## src/hw/pmw_pkg.sv

```systemverilog
`default_nettype none
package pmw_pkg;
  // ----------------------------------------
  // Register byte addresses
  // ----------------------------------------
  localparam logic [7:0] ADDR_MODE = 8'h00;
  localparam logic [7:0] ADDR_RESET_SOURCE = 8'h04;
  localparam logic [7:0] ADDR_SUPPLY = 8'h08;
  localparam logic [7:0] ADDR_FLASH = 8'h0c;
  localparam logic [7:0] ADDR_STATUS = 8'h10;

  // ----------------------------------------
  // Field positions
  // ----------------------------------------
  localparam int MODE_W = 3;
  localparam int RS_PIN = 0;
  localparam int RS_MONSEL = 1;
  localparam int RS_PFAIL = 2;
  localparam int RS_SW = 4;
  localparam int RS_FERR = 6;
  localparam int RS_POR = 7;
  localparam int SUP_MON_EN = 0;
  localparam int SUP_TWO_CELL = 1;
  localparam int FL_WE = 0;
  localparam int FL_WRITE = 1;
  localparam int FL_ERASE = 2;
  localparam int ST_MODE = 0;
  localparam int ST_WAKE = 3;

  // Wake source bits, also used as the status wake field
  localparam int W_IRQ = 0;
  localparam int W_RTC = 1;
  localparam int W_PORT = 2;
  localparam int W_CMP0 = 3;
  localparam int W_PIN = 4;
  localparam int WAKE_W = 5;

  // ----------------------------------------
  // Reset values
  // ----------------------------------------
  localparam logic MON_EN_RST = 1'h1;
  localparam logic MON_SEL_RST = 1'h1;
  localparam logic TWO_CELL_RST = 1'h1;

  typedef enum logic [2:0] {
    PMW_NORMAL = 3'h0,
    PMW_IDLE = 3'h1,
    PMW_STOP = 3'h2,
    PMW_SUSPEND = 3'h3,
    PMW_SLEEP = 3'h4
  } pmw_mode_type;
endpackage
`default_nettype wire

```

## src/hw/pmw_link_if.sv

```systemverilog
`timescale 1ns/1ps
`default_nettype none
interface pmw_link_if;
  logic wr;
  logic [7:0] addr;
  logic [7:0] wdata;
  logic [7:0] rdata;
  pmw_pkg::pmw_mode_type mode;
  logic two_cell;
  logic [pmw_pkg::WAKE_W-1:0] src;
  logic [pmw_pkg::WAKE_W-1:0] hit;
  logic wake;

  modport bus (output wr, output addr, output wdata, input rdata);
  modport core (input wr, input addr, input wdata, output rdata, output mode, output two_cell,
                output src, input hit, input wake);
  modport wk (input mode, input two_cell, input src, output hit, output wake);
endinterface
`default_nettype wire

```

## src/hw/pmw_wb_slave.sv

```systemverilog
`timescale 1ns/1ps
`default_nettype none
module pmw_wb_slave (
  input wire logic clk,
  input wire logic rst,
  input wire logic cyc,
  input wire logic stb,
  input wire logic we,
  input wire logic [7:0] adr,
  input wire logic [31:0] dat_i,
  input wire logic [3:0] sel,
  output logic ack,
  output logic [31:0] dat_o,
  pmw_link_if.bus lk
);
  typedef struct packed {
    logic ack;
    logic [31:0] dat;
  } pmw_slave_type;

  pmw_slave_type s_r;
  pmw_slave_type s_nxt;
  logic req;

  // Decode and answer in the same edge; the ack drops one cycle later
  always_comb
  begin
    req = cyc && stb && !s_r.ack;
    s_nxt = s_r;
    s_nxt.ack = req;
    s_nxt.dat = '0;
    if (req && !we)
    begin
      s_nxt.dat[7:0] = lk.rdata;
    end
    lk.wr = req && we && sel[0];
    lk.addr = adr;
    lk.wdata = dat_i[7:0];
  end

  always_ff @(posedge clk or posedge rst)
  begin
    if (rst)
    begin
      s_r <= '0;
    end
    else
    begin
      s_r <= s_nxt;
    end
  end

  assign ack = s_r.ack;
  assign dat_o = s_r.dat;

  chk_ack_single_pulse: assert property (@(posedge clk) disable iff (rst) ack |=> !ack)
    else $error("ack held longer than one cycle");
endmodule
`default_nettype wire

```

## src/hw/pmw_wake.sv

```systemverilog
`timescale 1ns/1ps
`default_nettype none
module pmw_wake (
  input wire logic clk,
  input wire logic rst,
  pmw_link_if.wk lk
);
  always_comb
  begin
    lk.hit = '0;
    unique case (lk.mode)
      pmw_pkg::PMW_NORMAL:
      begin
        lk.hit = '0;
      end
      pmw_pkg::PMW_IDLE:
      begin
        lk.hit[pmw_pkg::W_IRQ] = lk.src[pmw_pkg::W_IRQ];
      end
      pmw_pkg::PMW_STOP:
      begin
        lk.hit = '0;
      end
      pmw_pkg::PMW_SUSPEND:
      begin
        lk.hit = lk.src;
        lk.hit[pmw_pkg::W_IRQ] = 1'h0;
      end
      pmw_pkg::PMW_SLEEP:
      begin
        lk.hit = lk.src;
        lk.hit[pmw_pkg::W_IRQ] = 1'h0;
        lk.hit[pmw_pkg::W_CMP0] = lk.src[pmw_pkg::W_CMP0] && lk.two_cell;
      end
    endcase
    lk.wake = |lk.hit;
  end

  chk_stop_no_wake: assert property (@(posedge clk) disable iff (rst)
    (lk.mode == pmw_pkg::PMW_STOP || lk.mode == pmw_pkg::PMW_NORMAL) |-> !lk.wake)
    else $error("wake raised in a mode without wake sources");
endmodule
`default_nettype wire

```

## src/hw/pmw_top.sv

```systemverilog
`timescale 1ns/1ps
`default_nettype none
module pmw_top (
  input wire logic CLOCK,
  input wire logic RST,
  input wire logic WB_CYC_I,
  input wire logic WB_STB_I,
  input wire logic WB_WE_I,
  input wire logic [7:0] WB_ADR_I,
  input wire logic [31:0] WB_DAT_I,
  input wire logic [3:0] WB_SEL_I,
  output logic [31:0] WB_DAT_O,
  output logic WB_ACK_O,
  input wire logic IRQ_ANY,
  input wire logic RTC_EVENT,
  input wire logic PORT_MATCH,
  input wire logic CMP0_EVENT,
  input wire logic RST_PIN_N,
  input wire logic PFAIL,
  output logic CPU_HALT,
  output logic PREC_OSC_EN,
  output logic INT_OSC_EN,
  output logic SYSCLK_EN,
  output logic PERIPH_CLK_EN,
  output logic SUPPLY_GATE,
  output logic SUPPLY_MON_EN,
  output logic PFAIL_RST_ARMED,
  output logic DEVICE_RESET,
  output logic FLASH_WRITE_GO,
  output logic FLASH_ERASE_GO
);
  // ----------------------------------------
  // State
  // ----------------------------------------
  typedef struct packed {
    pmw_pkg::pmw_mode_type mode;
    logic mon_en;
    logic mon_sel;
    logic two_cell;
    logic flash_we;
    logic c_por;
    logic c_pfail;
    logic c_pin;
    logic c_sw;
    logic c_ferr;
    logic [pmw_pkg::WAKE_W-1:0] wake_src;
    logic halt;
    logic prec_osc;
    logic int_osc;
    logic sysclk;
    logic periph;
    logic supply_gate;
    logic mon_act;
    logic armed;
    logic dev_rst;
    logic fl_wr;
    logic fl_er;
  } pmw_core_type;

  pmw_core_type s_r;
  pmw_core_type s_nxt;
  pmw_link_if lk ();

  logic wr_mode;
  logic wr_rsrc;
  logic wr_sup;
  logic wr_flash;
  logic low_pwr;
  logic pin_rst;
  logic pf_rst;
  logic sw_rst;
  logic fl_cmd;
  logic fl_bad;
  logic any_rst;
  logic mode_ok;
  pmw_pkg::pmw_mode_type req_mode;

  // ----------------------------------------
  // Sub blocks
  // ----------------------------------------
  pmw_wb_slave u_slave (
    .clk(CLOCK),
    .rst(RST),
    .cyc(WB_CYC_I),
    .stb(WB_STB_I),
    .we(WB_WE_I),
    .adr(WB_ADR_I),
    .dat_i(WB_DAT_I),
    .sel(WB_SEL_I),
    .ack(WB_ACK_O),
    .dat_o(WB_DAT_O),
    .lk(lk.bus)
  );

  pmw_wake u_wake (
    .clk(CLOCK),
    .rst(RST),
    .lk(lk.wk)
  );

  assign lk.mode = s_r.mode;
  assign lk.two_cell = s_r.two_cell;
  assign lk.src = {!RST_PIN_N, CMP0_EVENT, PORT_MATCH, RTC_EVENT, IRQ_ANY};

  // ----------------------------------------
  // Register read mux
  // ----------------------------------------
  always_comb
  begin
    lk.rdata = '0;
    case (lk.addr)
      pmw_pkg::ADDR_MODE:
      begin
        lk.rdata[pmw_pkg::MODE_W-1:0] = s_r.mode;
      end
      pmw_pkg::ADDR_RESET_SOURCE:
      begin
        lk.rdata[pmw_pkg::RS_PIN] = s_r.c_pin;
        lk.rdata[pmw_pkg::RS_MONSEL] = s_r.mon_sel;
        lk.rdata[pmw_pkg::RS_PFAIL] = s_r.c_pfail;
        lk.rdata[pmw_pkg::RS_SW] = s_r.c_sw;
        lk.rdata[pmw_pkg::RS_FERR] = s_r.c_ferr;
        lk.rdata[pmw_pkg::RS_POR] = s_r.c_por;
      end
      pmw_pkg::ADDR_SUPPLY:
      begin
        lk.rdata[pmw_pkg::SUP_MON_EN] = s_r.mon_en;
        lk.rdata[pmw_pkg::SUP_TWO_CELL] = s_r.two_cell;
      end
      pmw_pkg::ADDR_FLASH:
      begin
        lk.rdata[pmw_pkg::FL_WE] = s_r.flash_we;
      end
      pmw_pkg::ADDR_STATUS:
      begin
        lk.rdata[pmw_pkg::ST_MODE+pmw_pkg::MODE_W-1:pmw_pkg::ST_MODE] = s_r.mode;
        lk.rdata[pmw_pkg::ST_WAKE+pmw_pkg::WAKE_W-1:pmw_pkg::ST_WAKE] = s_r.wake_src;
      end
      default:
      begin
        lk.rdata = '0;
      end
    endcase
  end

  // ----------------------------------------
  // Next state
  // ----------------------------------------
  always_comb
  begin
    s_nxt = s_r;
    s_nxt.fl_wr = 1'h0;
    s_nxt.fl_er = 1'h0;
    wr_mode = lk.wr && (lk.addr == pmw_pkg::ADDR_MODE);
    wr_rsrc = lk.wr && (lk.addr == pmw_pkg::ADDR_RESET_SOURCE);
    wr_sup = lk.wr && (lk.addr == pmw_pkg::ADDR_SUPPLY);
    wr_flash = lk.wr && (lk.addr == pmw_pkg::ADDR_FLASH);
    low_pwr = (s_r.mode == pmw_pkg::PMW_SUSPEND) || (s_r.mode == pmw_pkg::PMW_SLEEP);
    // In suspend and sleep the pin is a wake source, elsewhere a reset
    pin_rst = !RST_PIN_N && !low_pwr;
    pf_rst = PFAIL && s_r.mon_en && s_r.mon_sel && (s_r.mode != pmw_pkg::PMW_SLEEP);
    sw_rst = wr_rsrc && lk.wdata[pmw_pkg::RS_SW];
    fl_cmd = wr_flash && s_r.flash_we && (lk.wdata[pmw_pkg::FL_WRITE] || lk.wdata[pmw_pkg::FL_ERASE]);
    fl_bad = fl_cmd && !(s_r.mon_en && s_r.mon_sel);
    any_rst = pin_rst || pf_rst || sw_rst || fl_bad;
    req_mode = pmw_pkg::pmw_mode_type'(lk.wdata[pmw_pkg::MODE_W-1:0]);
    mode_ok = (req_mode == pmw_pkg::PMW_IDLE) || (req_mode == pmw_pkg::PMW_STOP)
      || (req_mode == pmw_pkg::PMW_SUSPEND) || (req_mode == pmw_pkg::PMW_SLEEP);
    if (any_rst)
    begin
      s_nxt.mode = pmw_pkg::PMW_NORMAL;
      s_nxt.flash_we = 1'h0;
      s_nxt.c_pin = pin_rst;
      s_nxt.c_pfail = pf_rst;
      s_nxt.c_sw = sw_rst;
      s_nxt.c_ferr = fl_bad;
      s_nxt.c_por = pf_rst;
      if (pf_rst)
      begin
        s_nxt.mon_en = 1'h1;
        s_nxt.mon_sel = 1'h1;
      end
    end
    else
    begin
      if (wr_rsrc)
      begin
        s_nxt.mon_sel = lk.wdata[pmw_pkg::RS_MONSEL];
      end
      if (wr_sup)
      begin
        s_nxt.mon_en = lk.wdata[pmw_pkg::SUP_MON_EN];
        s_nxt.two_cell = lk.wdata[pmw_pkg::SUP_TWO_CELL];
      end
      if (wr_flash)
      begin
        s_nxt.flash_we = lk.wdata[pmw_pkg::FL_WE];
        s_nxt.fl_wr = fl_cmd && lk.wdata[pmw_pkg::FL_WRITE];
        s_nxt.fl_er = fl_cmd && !lk.wdata[pmw_pkg::FL_WRITE];
      end
      if (wr_mode && (s_r.mode == pmw_pkg::PMW_NORMAL) && mode_ok)
      begin
        s_nxt.mode = req_mode;
      end
      else if (lk.wake)
      begin
        s_nxt.mode = pmw_pkg::PMW_NORMAL;
        s_nxt.wake_src = lk.hit;
      end
    end
    s_nxt.dev_rst = any_rst;
    s_nxt.halt = (s_nxt.mode != pmw_pkg::PMW_NORMAL);
    s_nxt.prec_osc = (s_nxt.mode == pmw_pkg::PMW_NORMAL) || (s_nxt.mode == pmw_pkg::PMW_IDLE);
    s_nxt.int_osc = (s_nxt.mode != pmw_pkg::PMW_SUSPEND) && (s_nxt.mode != pmw_pkg::PMW_SLEEP);
    s_nxt.sysclk = s_nxt.int_osc;
    s_nxt.periph = s_nxt.int_osc;
    s_nxt.supply_gate = (s_nxt.mode == pmw_pkg::PMW_SLEEP);
    s_nxt.mon_act = s_nxt.mon_en && !s_nxt.supply_gate;
    s_nxt.armed = s_nxt.mon_act && s_nxt.mon_sel;
  end

  always_ff @(posedge CLOCK or posedge RST)
  begin
    if (RST)
    begin
      s_r <= '0;
      s_r.mode <= pmw_pkg::PMW_NORMAL;
      s_r.mon_en <= pmw_pkg::MON_EN_RST;
      s_r.mon_sel <= pmw_pkg::MON_SEL_RST;
      s_r.mon_act <= pmw_pkg::MON_EN_RST;
      s_r.armed <= pmw_pkg::MON_SEL_RST;
      s_r.two_cell <= pmw_pkg::TWO_CELL_RST;
      s_r.c_por <= 1'h1;
      s_r.prec_osc <= 1'h1;
      s_r.int_osc <= 1'h1;
      s_r.sysclk <= 1'h1;
      s_r.periph <= 1'h1;
    end
    else
    begin
      s_r <= s_nxt;
    end
  end

  // ----------------------------------------
  // Outputs
  // ----------------------------------------
  assign CPU_HALT = s_r.halt;
  assign PREC_OSC_EN = s_r.prec_osc;
  assign INT_OSC_EN = s_r.int_osc;
  assign SYSCLK_EN = s_r.sysclk;
  assign PERIPH_CLK_EN = s_r.periph;
  assign SUPPLY_GATE = s_r.supply_gate;
  assign SUPPLY_MON_EN = s_r.mon_act;
  assign PFAIL_RST_ARMED = s_r.armed;
  assign DEVICE_RESET = s_r.dev_rst;
  assign FLASH_WRITE_GO = s_r.fl_wr;
  assign FLASH_ERASE_GO = s_r.fl_er;

  // ----------------------------------------
  // Checks
  // ----------------------------------------
  chk_mode_legal: assert property (@(posedge CLOCK) disable iff (RST)
    s_r.mode inside {pmw_pkg::PMW_NORMAL, pmw_pkg::PMW_IDLE, pmw_pkg::PMW_STOP,
                     pmw_pkg::PMW_SUSPEND, pmw_pkg::PMW_SLEEP})
    else $error("illegal power mode");
  chk_idle_irq_wake: assert property (@(posedge CLOCK) disable iff (RST)
    (s_r.mode == pmw_pkg::PMW_IDLE && IRQ_ANY) |=> (s_r.mode == pmw_pkg::PMW_NORMAL) && s_r.periph)
    else $error("idle not left on interrupt");
  chk_stop_hold: assert property (@(posedge CLOCK) disable iff (RST)
    (s_r.mode == pmw_pkg::PMW_STOP && !any_rst) |=> (s_r.mode == pmw_pkg::PMW_STOP) && !PREC_OSC_EN)
    else $error("stop left without reset");
  chk_suspend_gate: assert property (@(posedge CLOCK) disable iff (RST)
    (s_r.mode == pmw_pkg::PMW_SUSPEND) |-> !SYSCLK_EN && !INT_OSC_EN && !PREC_OSC_EN && CPU_HALT)
    else $error("clocks running in suspend");
  chk_sleep_power: assert property (@(posedge CLOCK) disable iff (RST)
    (s_r.mode == pmw_pkg::PMW_SLEEP) |-> SUPPLY_GATE && !PERIPH_CLK_EN && !PFAIL_RST_ARMED)
    else $error("sleep not gating supply");
  chk_cmp0_cell: assert property (@(posedge CLOCK) disable iff (RST)
    (s_r.mode == pmw_pkg::PMW_SLEEP && !s_r.two_cell && !lk.wr && RST_PIN_N && !RTC_EVENT
     && !PORT_MATCH) |=> (s_r.mode == pmw_pkg::PMW_SLEEP))
    else $error("sleep left on comparator in one-cell mode");
  chk_flash_guard: assert property (@(posedge CLOCK) disable iff (RST)
    fl_bad |=> DEVICE_RESET && s_r.c_ferr && !FLASH_WRITE_GO && !FLASH_ERASE_GO)
    else $error("flash modified without supply monitor");
  chk_pfail_rearm: assert property (@(posedge CLOCK) disable iff (RST)
    pf_rst |=> s_r.mon_en && s_r.mon_sel && s_r.c_por && DEVICE_RESET)
    else $error("power-fail did not rearm monitor");
  chk_sw_keep_mon: assert property (@(posedge CLOCK) disable iff (RST)
    (sw_rst && !pf_rst) |=> $stable(s_r.mon_en) && (s_r.mon_sel == $past(s_r.mon_sel)))
    else $error("software reset changed monitor settings");
  chk_wake_clocks: assert property (@(posedge CLOCK) disable iff (RST)
    (lk.wake && !any_rst) |=> !CPU_HALT && SYSCLK_EN && (s_r.mode == pmw_pkg::PMW_NORMAL))
    else $error("wake without clocks restored");
endmodule
`default_nettype wire

```

## config.mk

```make
export PLATFORM = sky130hd
export DESIGN_NAME = pmw_top
export DESIGN_NICKNAME = d
export VERILOG_FILES = /design/src/hw/pmw_pkg.sv /design/src/hw/pmw_link_if.sv /design/src/hw/pmw_wb_slave.sv /design/src/hw/pmw_wake.sv /design/src/hw/pmw_top.sv
export SDC_FILE = /design/constraint.sdc
export NUM_CORES = 1
export LEC_CHECK = 0
export BUFFER_PORTS_ARGS = -buffer_cell sky130_fd_sc_hd__buf_2
export CAP_MARGIN = 20
export CORE_MARGIN = 2
export CORE_UTILIZATION = 48
export CTS_CLUSTER_DIAMETER = 120
export DETAILED_ROUTE_END_ITERATION = 12
export PLACE_DENSITY = 0.91
export SYNTH_ARGS = -nofsm -noshare
export SYNTH_HDL_FRONTEND = slang
export SYNTH_SLANG_ARGS = --single-unit
```

## constraint.sdc

```tcl
create_clock -name CLOCK -period 3.19 [get_ports CLOCK]
set_input_delay 0.1595 -clock CLOCK [delete_from_list [all_inputs] [get_ports CLOCK]]
set_output_delay 0.1595 -clock CLOCK [all_outputs]
set_load 0.005 [all_outputs]
```

==> run_results.csv, run 1 <==
group,metric,value,unit
global_route,met2_usage,31.3,%
synth,yosysTopAreaCellShare,36.0,%
route,viasPerCell,5.11,
clock_tree,insertion_delay,0.29,ns
route,drt-wirelength-per-cell,13.3,um
setup_path,startpoint_type,"flip-flop",
route,dr.pass1.iters,4,
timing,timing.final.crit_share,72.3,%
setup_path,cpPeakStageDelay,0.51,ns
synth,synth_commonest_cells,"buf_4 (27), dfrtp_1 (27), nand2_1 (14), nor2_1 (14)",
timing,period_needed,2.31,ns
timing,final_max_slew_viol_count,0,
placed_design,port_buffers,43,
placed_design,dpl.hpwl,2720,um
finish,syn_to_final_growth,12.7,%
power,p_int,0.626,mW
clock_tree,ctsRootBufferMaster,"clkbuf_8",
route,routed_wl,3690,um
setup_path,crit_path_max_fanout,13,
setup_path,worstSetupPathType,"flip-flop to flip-flop",
timing,hold_viol_final,0,
timing,skew,0.00585,ns
setup_path,regToRegStartpoint,"lk.mode[2]$_DFF_PP0_",
clock_tree,clockBufferDepth,2,
setup_path,cp-startpoint,"lk.mode[2]$_DFF_PP0_",
power,p_clk_share,37.2,%
power,pwr-share-seq,55.1,%
floorplan,coreArea,3720,sq um
setup_path,worst_setup_path_end_kind,"flip-flop",
clock_tree,tritoncts,"done",
global_route,grt.total_usage,19.0,%
route,ant_nets,0,
global_route,gr-total-overflow,0,
timing,rsz0062_at_grt,"no",
setup_path,arrival,2.48,ns
placed_design,dpl_cell_area,2020,sq um
synth,synth_area_per_cell,10.2,sq um
power,p_switching,0.192,mW
synth,synth_top_area_cell,"dfrtp_1",
floorplan,rows,22,
synth,ys_seq_area_share,47.3,%
global_route,met3_usage,5.74,%
synth,synthCells,184,
global_route,antenna_found_initial,0,
hold_path,min_path_type,"primary input to flip-flop",
route,drc,0,
clock_tree,post_cts_buffers,0,
clock_tree,cts_resized,0,
power,switching_share,23.4,%
power,leakage,1.06,nW
timing,setup_ws,0.883,ns
route,drt_iter0_drc,77,
global_route,gr-usage-met1,22.3,%
run_status,status,"finished clean",
timing,worst_pin_slew,0.564,ns
finish,num-fill-cells,329,
global_route,grt_max_degree,36,
setup_path,crit_slowest_cell,"dfrtp_1",
floorplan,initial_core_util,50.4,%
power,ir_drop,0.189,mV
synth,synthTopCellsByArea,"dfrtp_1 (36%), dfstp_2 (11%), buf_4 (11%)",
setup_path,cp.required,3.37,ns
finish,nNetsFinal,283,
finish,antenna_cells,0,
floorplan,die_h,66.5,um
clock_tree,cts_buffers,5,
finish,fin_area,2110,sq um
placed_design,gp_congestion,0.852,
synth,yosys_warnings,0,
synth,ys_types,46,
floorplan,die_area,4420,sq um
timing,setup_viol,0,
power,combPwrFrac,7.7,%
synth,synth_edf_count,0,
power,power_density,387,nW/um^2
floorplan,die_w,66.5,um
global_route,grt_pass1_vias,1351,
timing,fin_tns_setup,0,ns
timing,max_freq,0.433,GHz
clock_tree,clk_pin_slew,0.07,ns
timing,slew_headroom,62.4,%
global_route,grt_pass1_wl,6180,um
synth,synth-seq-cells,35,
clock_tree,htreeDepth,2,
synth,ys.flop_type,"dfrtp_1",
hold_path,hp-start,"RTC_EVENT",
finish,drive_gt1_share,30.6,%
route,vias,1416,
clock_tree,clock-sinks,35,
synth,ys_async_sr_fraction,100,%
setup_path,path_cells,"or3b_4, nand4_2, o311a_4, inv_1, nor2_4, mux2_2",
synth,syn_area,1870,sq um
floorplan,ios,99,
global_route,grt_busiest_layer,"met2",
placed_design,dp_slack,0.908,ns
run,maxCapViolCount,0,
-- sequential cells by signal (all words and copies together), names as in the netlist --
register         cells
s_r                 13
u_slave.ack          1
FLASH_ERASE_GO       1
PERIPH_CLK_EN        1
DEVICE_RESET         1
lk.mode              3
PFAIL_RST_ARMED      1
u_slave.dat_o        8
FLASH_WRITE_GO       1
SUPPLY_GATE          1
lk.two_cell          1
PREC_OSC_EN          1
CPU_HALT             1
SUPPLY_MON_EN        1
-- final timing paths --
kind / end / slack [ns] / depth (start not counted)
max reg2reg: s_r[14]$_DFFE_PP0P_ / 0.88 / 6
max in group asynchronous: lk.two_cell$_DFFE_PP1P_ / 2.35 / 4
max: s_r[14]$_DFFE_PP0P_ / 0.88 / 6
min: s_r[12]$_DFFE_PP0P_ / 0.12 / 3
min reg2reg: s_r[20]$_DFFE_PP1N_ / 0.47 / 2
min in group asynchronous: s_r[11]$_DFFE_PP0P_ / 0.50 / 4
-- per-layer routing --
layer | wire, um | part of all wire (%)
met5 | 0 | 0
met4 | 68 | 1.8
met3 | 221 | 6.0
met2 | 1850 | 50
met1 | 1550 | 42
-- metrics by stage --
stage               power (mW)  util [%]  hold slack, ns  cells
floorplan                0.514         -           0.288    207
global placement         0.518      54.4           0.268    268
detailed placement       0.520      54.4           0.279    268
CTS                      0.824      56.8           0.113    277
global route             0.855      56.8           0.143    277
finish                   0.817      56.8           0.115    277
-- worst max-delay path: cells and delay by family (launching register included) --
family	cells	cell delay, ns
compound gates	1	0.30
mux	1	0.34
flops	1	0.51
buf+inv	1	0.20
simple gates	3	0.83
-- cell families after synthesis --
family,share of synthesized area [%]
AND/OR/NAND/NOR,22.2
buffers and inverters,13.4
flip-flops,47.3
AO/OA/AOI/OAI,12.4
multiplexers,4.01
adder cells (fa/ha/maj),0.534
other,0.200
-- placed cells by master, fill, tap and decap left out, types with 2 or more instances in the layout --
| cell | n |
|---|---|
| and3b_1 | 2 |
| inv_1 | 8 |
| nand3_1 | 4 |
| o21ai_0 | 6 |
| buf_2 | 43 |
| conb_1 | 24 |
| dfstp_2 | 8 |
| nand2b_1 | 3 |
| nand2_1 | 14 |
| mux2_2 | 4 |
| nor2b_1 | 3 |
| and2_1 | 6 |
| nor3_1 | 4 |
| dfrtp_1 | 27 |
| a21oi_1 | 7 |
| nor2_1 | 14 |
| a22o_1 | 2 |
| nand3b_1 | 3 |
| mux2i_1 | 3 |
| and3_1 | 5 |
| clkbuf_1 | 3 |
| clkbuf_8 | 5 |
| a22oi_1 | 5 |
| o2bb2ai_1 | 2 |
-- cell type report --
class,instances,area (sq um),share of cell area (%)
sequential,35,886,41.9
multi-input combinational,133,823,39.0
timing repair buffer,45,233,11.0
clock buffer,8,80.1,3.79
tap,48,60.1,2.84
inverter,8,30.0,1.42
-- what timing repair did --
action	in CTS	in global routing
hold endpoints to repair	27	0
hold buffers	1	0
endpoints found under the setup margin	0	0
-- power by group through the flow --
| stage | sequential (mW) | clock [mW] | combinational, mW |
|---|---|---|---|
| after global routing | 0.450 | 0.333 | 0.0718 |
| after CTS | 0.450 | 0.310 | 0.0632 |
| after floorplan | 0.458 | 0 | 0.0559 |
| final | 0.450 | 0.304 | 0.0631 |
| after global placement | 0.458 | 0 | 0.0599 |
| after detailed placement | 0.458 | 0 | 0.0621 |
(Power assumes the default switching activity.)
==> inputs of run 2 (changes only) <==
Settings changed: CORE_UTILIZATION 48 to 40, PLACE_DENSITY 0.91 to 0.81.
Clock period 3.19 ns to 2.05 ns, I/O delays scaled along.
==> run_results.csv, run 2 (synthesis gave the netlist of run 1 again) <==
group,metric,value,unit
run_status,status,"finished clean",
floorplan,initial_core_util,42.2,%
setup_path,timing.rr.end,"s_r[23]$_DFF_PP1_",
setup_path,regToRegStartpoint,"lk.mode[2]$_DFF_PP0_",
route,wl_met2,2290,um
hold_path,whs_path_depth,3,
clock_tree,htreeDepth,2,
global_route,grt.total_usage,16.4,%
setup_path,startpoint_type,"flip-flop",
finish,layout_common_cells,"buf_2 (43), dfrtp_1 (27), conb_1 (24)",
setup_path,path_depth,7,
finish,drive_gt1_share,40.9,%
setup_path,worstSetupPathType,"flip-flop to flip-flop",
setup_path,cp.buffers_inverters,2,
timing,fin_tns_setup,0,ns
global_route,antenna_found_initial,0,
setup_path,worst_setup_path_end_kind,"flip-flop",
floorplan,ios,99,
setup_path,arrival,2.24,ns
power,switching_share,24.8,%
finish,fin_util,52.9,%
global_route,gr-total-overflow,0,
power,p_int,0.976,mW
setup_path,critical_path.top_delay_family,"simple AND/OR/NAND/NOR gates",
setup_path,cp-startpoint,"lk.mode[2]$_DFF_PP0_",
route,dr.pass1.iters,5,
route,ant_nets,0,
setup_path,crit_path_max_fanout,5,
timing,setup_viol,0,
placed_design,port_buffers,43,
finish,fin_cells,299,
finish,largest_register_ffs,13,
timing,rsz0062_at_grt,"yes",
finish,nNetsFinal,301,
route,vias,1535,
setup_path,cpPeakStageDelay,0.44,ns
route,viasPerCell,5.13,
floorplan,die_area,5250,sq um
global_route,grt_max_degree,36,
route,routed.top_layer,"met4",
clock_tree,clock-sinks,35,
clock_tree,clockBufferDepth,2,
route,wl_met1,1760,um
route,drt_iter0_drc,126,
clock_tree,insertion_delay,0.29,ns
placed_design,gp_congestion,0.933,
setup_path,critPathCapture,"s_r[23]$_DFF_PP1_",
finish,antenna_cells,0,
route,drt-wirelength-per-cell,14.8,um
power,leakage,1.18,nW
floorplan,die_h,72.5,um
power,p_clk_share,36.8,%
clock_tree,cts_buffers,5,
power,ir_drop,0.326,mV
timing,timing.final.crit_share,98.6,%
power,power,1.30,mW
global_route,grt_pass1_vias,1371,
power,combPwrFrac,9.2,%
floorplan,coreArea,4440,sq um
placed_design,dpl.hpwl,3040,um
timing,worst_pin_slew,0.555,ns
route,routed_wl,4410,um
floorplan,rows,24,
placed_design,dp_slack,0.0172,ns
power,pwr-share-seq,54.0,%
hold_path,min_path_type,"primary input to flip-flop",
finish,final_common_cell,"buf_2",
setup_path,crit_slowest_cell,"or3b_4",
placed_design,place_inst,280,
floorplan,die_w,72.5,um
timing,setup_ws,0.0295,ns
finish,syn_to_final_growth,25.4,%
run,maxCapViolCount,0,
route,drc,0,
global_route,grt_pass1_wl,6510,um
setup_path,timing.reg2reg.setup_slack,0.03,ns
timing,final_max_slew_viol_count,0,
timing,hold_viol_final,0,
clock_tree,clk_pin_slew,0.07,ns
finish,largest-register,"s_r",
setup_path,cp.required,2.27,ns
route,met3_length,291,um
timing,period_needed,2.02,ns
finish,num-fill-cells,409,
setup_path,rr_worst_depth,7,
timing,max_freq,0.495,GHz
timing,skew,0.00325,ns
power,power_density,552,nW/um^2
clock_tree,ctsRootBufferMaster,"clkbuf_8",
power,p_switching,0.322,mW
setup_path,path_cells,"or3b_4, nand3b_1, o311a_4, buf_4, and3_1, mux2i_2, inv_1",
clock_tree,tritoncts,"done",
timing,slew_headroom,63.0,%
-- run 2: repair_timing --
action	4_1_cts	5_1_grt
gates resized for setup	1	18
endpoints found under the hold margin	27	0
setup buffers	1	9
endpoints found under the setup margin	4	12
pin swaps	1	7
hold buffers	1	0
-- run 2: how the worst min path moves through the flow --
stage | from | end | slack (ns)
after floorplan | WB_DAT_I[1] | FLASH_WRITE_GO$_DFF_PP0_ | 0.23
after global placement | RST | u_slave.dat_o[5]$_DFF_PP0_ | 0.22
after detailed placement | RST | u_slave.dat_o[3]$_DFF_PP0_ | 0.23
after CTS | RTC_EVENT | s_r[12]$_DFFE_PP0P_ | 0.05
after global routing | PFAIL | s_r[20]$_DFFE_PP1N_ | 0.06
final | PFAIL | s_r[20]$_DFFE_PP1N_ | 0.05
-- run 2: layout make-up --
class	count	area, sq um	share of cell area [%]
clock inverter	3	15.0	0.639
clock buffer	5	68.8	2.93
inverter	8	33.8	1.44
multi-input combinational	133	903	38.4
tap	52	65.1	2.77
sequential	35	886	37.7
timing repair buffer	63	379	16.1
-- run 2: worst reg2reg max path: cells and delay by family (launching register included) --
kind / cells / cell delay, ns
multiplexers: 1 / 0.29
buffers and inverters: 2 / 0.22
AND/OR/NAND/NOR: 3 / 0.81
flip-flops: 1 / 0.38
AO/OA/AOI/OAI: 1 / 0.26
-- run 2: through the flow --
step                      hold WS (ns)  area, sq um
after detailed placement         0.227         2090
after global placement           0.217         2090
after global routing            0.0555         2350
after floorplan                  0.231         1960
final                           0.0506         2350
after CTS                       0.0450         2190
-- run 2: power by group through the flow --
stage / clock network, mW / logic [mW] / registers, mW
after floorplan: 0 / 0.0870 / 0.713
after global placement: 0 / 0.0981 / 0.713
after detailed placement: 0 / 0.101 / 0.713
after CTS: 0.496 / 0.104 / 0.700
after global routing: 0.529 / 0.132 / 0.701
final: 0.478 / 0.120 / 0.701
-- run 2: layer usage --
metal  vias to the layer above  GRT usage, %
met5                         -             0
met4                         0          5.14
met3                        11          6.67
met2                        63          27.8
met1                       743          18.9
li1                        718             -
==> inputs of run 3 (changes only) <==
Clock period 2.05 ns to 1.8 ns, I/O delays scaled along.
==> run_results.csv, run 3 (synthesis gave the netlist of run 1 again) <==
group,metric,value,unit
timing,setup_ws,-0.109,ns
timing,setup_viol,10,
setup_path,arrival,2.09,ns
finish,fin_util,56.2,%
placed_design,gp_congestion,0.899,
finish,largest_register_ffs,13,
global_route,grt_pass1_wl,7100,um
finish,nNetsFinal,315,
clock_tree,htreeDepth,2,
setup_path,worstSetupPathType,"flip-flop to flip-flop",
route,drt-wirelength-per-cell,14.4,um
setup_path,path_cells,"or3b_4, nand3b_1, o311a_4, inv_1, nor2_4, mux2_2",
placed_design,dpl.hpwl,3220,um
clock_tree,cts_buffers,5,
finish,final_common_cell,"buf_2",
clock_tree,tritoncts,"done",
floorplan,ios,99,
global_route,antenna_found_initial,0,
floorplan,initial_core_util,42.2,%
placed_design,port_buffers,43,
clock_tree,clock-sinks,35,
global_route,grt_pass1_vias,1538,
route,routed_wl,4520,um
floorplan,die_w,72.5,um
setup_path,cpPeakStageDelay,0.43,ns
finish,layout_common_cells,"buf_2 (43), buf_4 (33), dfrtp_1 (27)",
route,ant_nets,0,
timing,timing.final.crit_share,106,%
power,ir_drop,0.352,mV
floorplan,die_area,5250,sq um
global_route,grt_max_degree,36,
setup_path,crit_slowest_cell,"or3b_4",
clock_tree,ctsRootBufferMaster,"clkbuf_8",
floorplan,rows,24,
global_route,gr-total-overflow,0,
setup_path,startpoint_type,"flip-flop",
route,drt_iter0_drc,138,
timing,max_freq,0.524,GHz
power,leakage,1.24,nW
route,dr.pass1.iters,4,
clock_tree,insertion_delay,0.29,ns
global_route,grt.total_usage,18.0,%
finish,fin_cells,313,
run_status,status,"complete, but fails checks",
setup_path,crit_path_max_fanout,5,
route,drc,0,
finish,largest-register,"s_r",
clock_tree,clockBufferDepth,2,
timing,hold_ws,0.0387,ns
timing,rsz0062_at_grt,"yes",
timing,hold_viol_final,0,
run_status,violations,"setup timing",
floorplan,coreArea,4440,sq um
floorplan,die_h,72.5,um
timing,final_max_slew_viol_count,0,
route,viasPerCell,4.98,
hold_path,min_path_type,"primary input to flip-flop",
power,power_density,659,nW/um^2
run,maxCapViolCount,0,
timing,period_needed,1.91,ns
finish,syn_to_final_growth,33.3,%
placed_design,place_inst,300,
setup_path,cp.required,1.98,ns
finish,drive_gt1_share,46.7,%
setup_path,worst_setup_path_end_kind,"flip-flop",
finish,antenna_cells,0,
finish,num-fill-cells,399,
timing,skew,0.00682,ns
clock_tree,clk_pin_slew,0.07,ns
route,vias,1560,
[run 3: routing by layer]
layer / vias to the layer above / part of all wire (%) / GRT usage (%)
li1: 746 / - / -
met1: 731 / 40 / 20.7
met2: 75 / 52 / 31.1
met3: 8 / 6.8 / 5.97
met4: 0 / 1.7 / 6.58
met5: - / 0 / 0
[run 3: where the power goes]
part / switching, mW / total, mW / leakage, nW / internal, mW
clock network: 0.293 / 0.705 / 0.0581 / 0.412
logic: 0.0859 / 0.143 / 0.736 / 0.0575
registers: 0.00419 / 0.798 / 0.450 / 0.794
total: 0.384 / 1.65 / 1.24 / 1.26
[run 3: layout make-up]
class / count / area [sq um] / share of cell area, %
clock buffers: 5 / 68.8 / 2.75
clock inverters: 3 / 43.8 / 1.75
inverters: 8 / 30.0 / 1.20
multi-input cells: 133 / 932 / 37.3
flip-flops and latches: 35 / 886 / 35.5
well taps: 52 / 65.1 / 2.60
repair buffers: 77 / 473 / 18.9
[run 3: path summary, 6_finish.rpt]
check / startpoint / to / slack [ns] / cells after the start
worst max-delay path: lk.mode[0]$_DFF_PP0_ / s_r[14]$_DFFE_PP0P_ / -0.11 / 6
worst min register to register: s_r[20]$_DFFE_PP1N_ / s_r[20]$_DFFE_PP1N_ / 0.46 / 2
min in group asynchronous: RST / u_slave.dat_o[3]$_DFF_PP0_ / 0.43 / 4
worst min-delay path: PORT_MATCH / s_r[13]$_DFFE_PP0P_ / 0.04 / 3
worst max register to register: lk.mode[0]$_DFF_PP0_ / s_r[14]$_DFFE_PP0P_ / -0.11 / 6
max in group asynchronous: RST / s_r[23]$_DFF_PP1_ / 1.01 / 4
[run 3: repair_timing]
item | CTS | global route
endpoints found under the setup margin | 12 | 16
buffers inserted | 2 | 2
cloned | 0 | 0
pin swaps | 1 | 4
resized for setup | 7 | 14
hold endpoints to repair | 27 | 0
hold buffers | 1 | 0
[run 3: critical path: cells and delay by family (launching register included)]
family / cells / cell delay (ns)
compound gates: 1 / 0.22
buf+inv: 1 / 0.13
flops: 1 / 0.39
mux: 1 / 0.35
simple gates: 3 / 0.71
[run 3: stage by stage]
step	worst slack [ns]	setup TNS (ns)	total power, mW	cell area, sq um
floorplan	-0.144	-0.514	0.911	1970
global placement	-0.0596	-0.300	0.936	2240
detailed placement	-0.106	-0.690	0.940	2240
CTS	-0.115	-0.577	1.66	2410
global route	-0.187	-1.64	1.72	2500
finish	-0.109	-0.656	1.65	2500
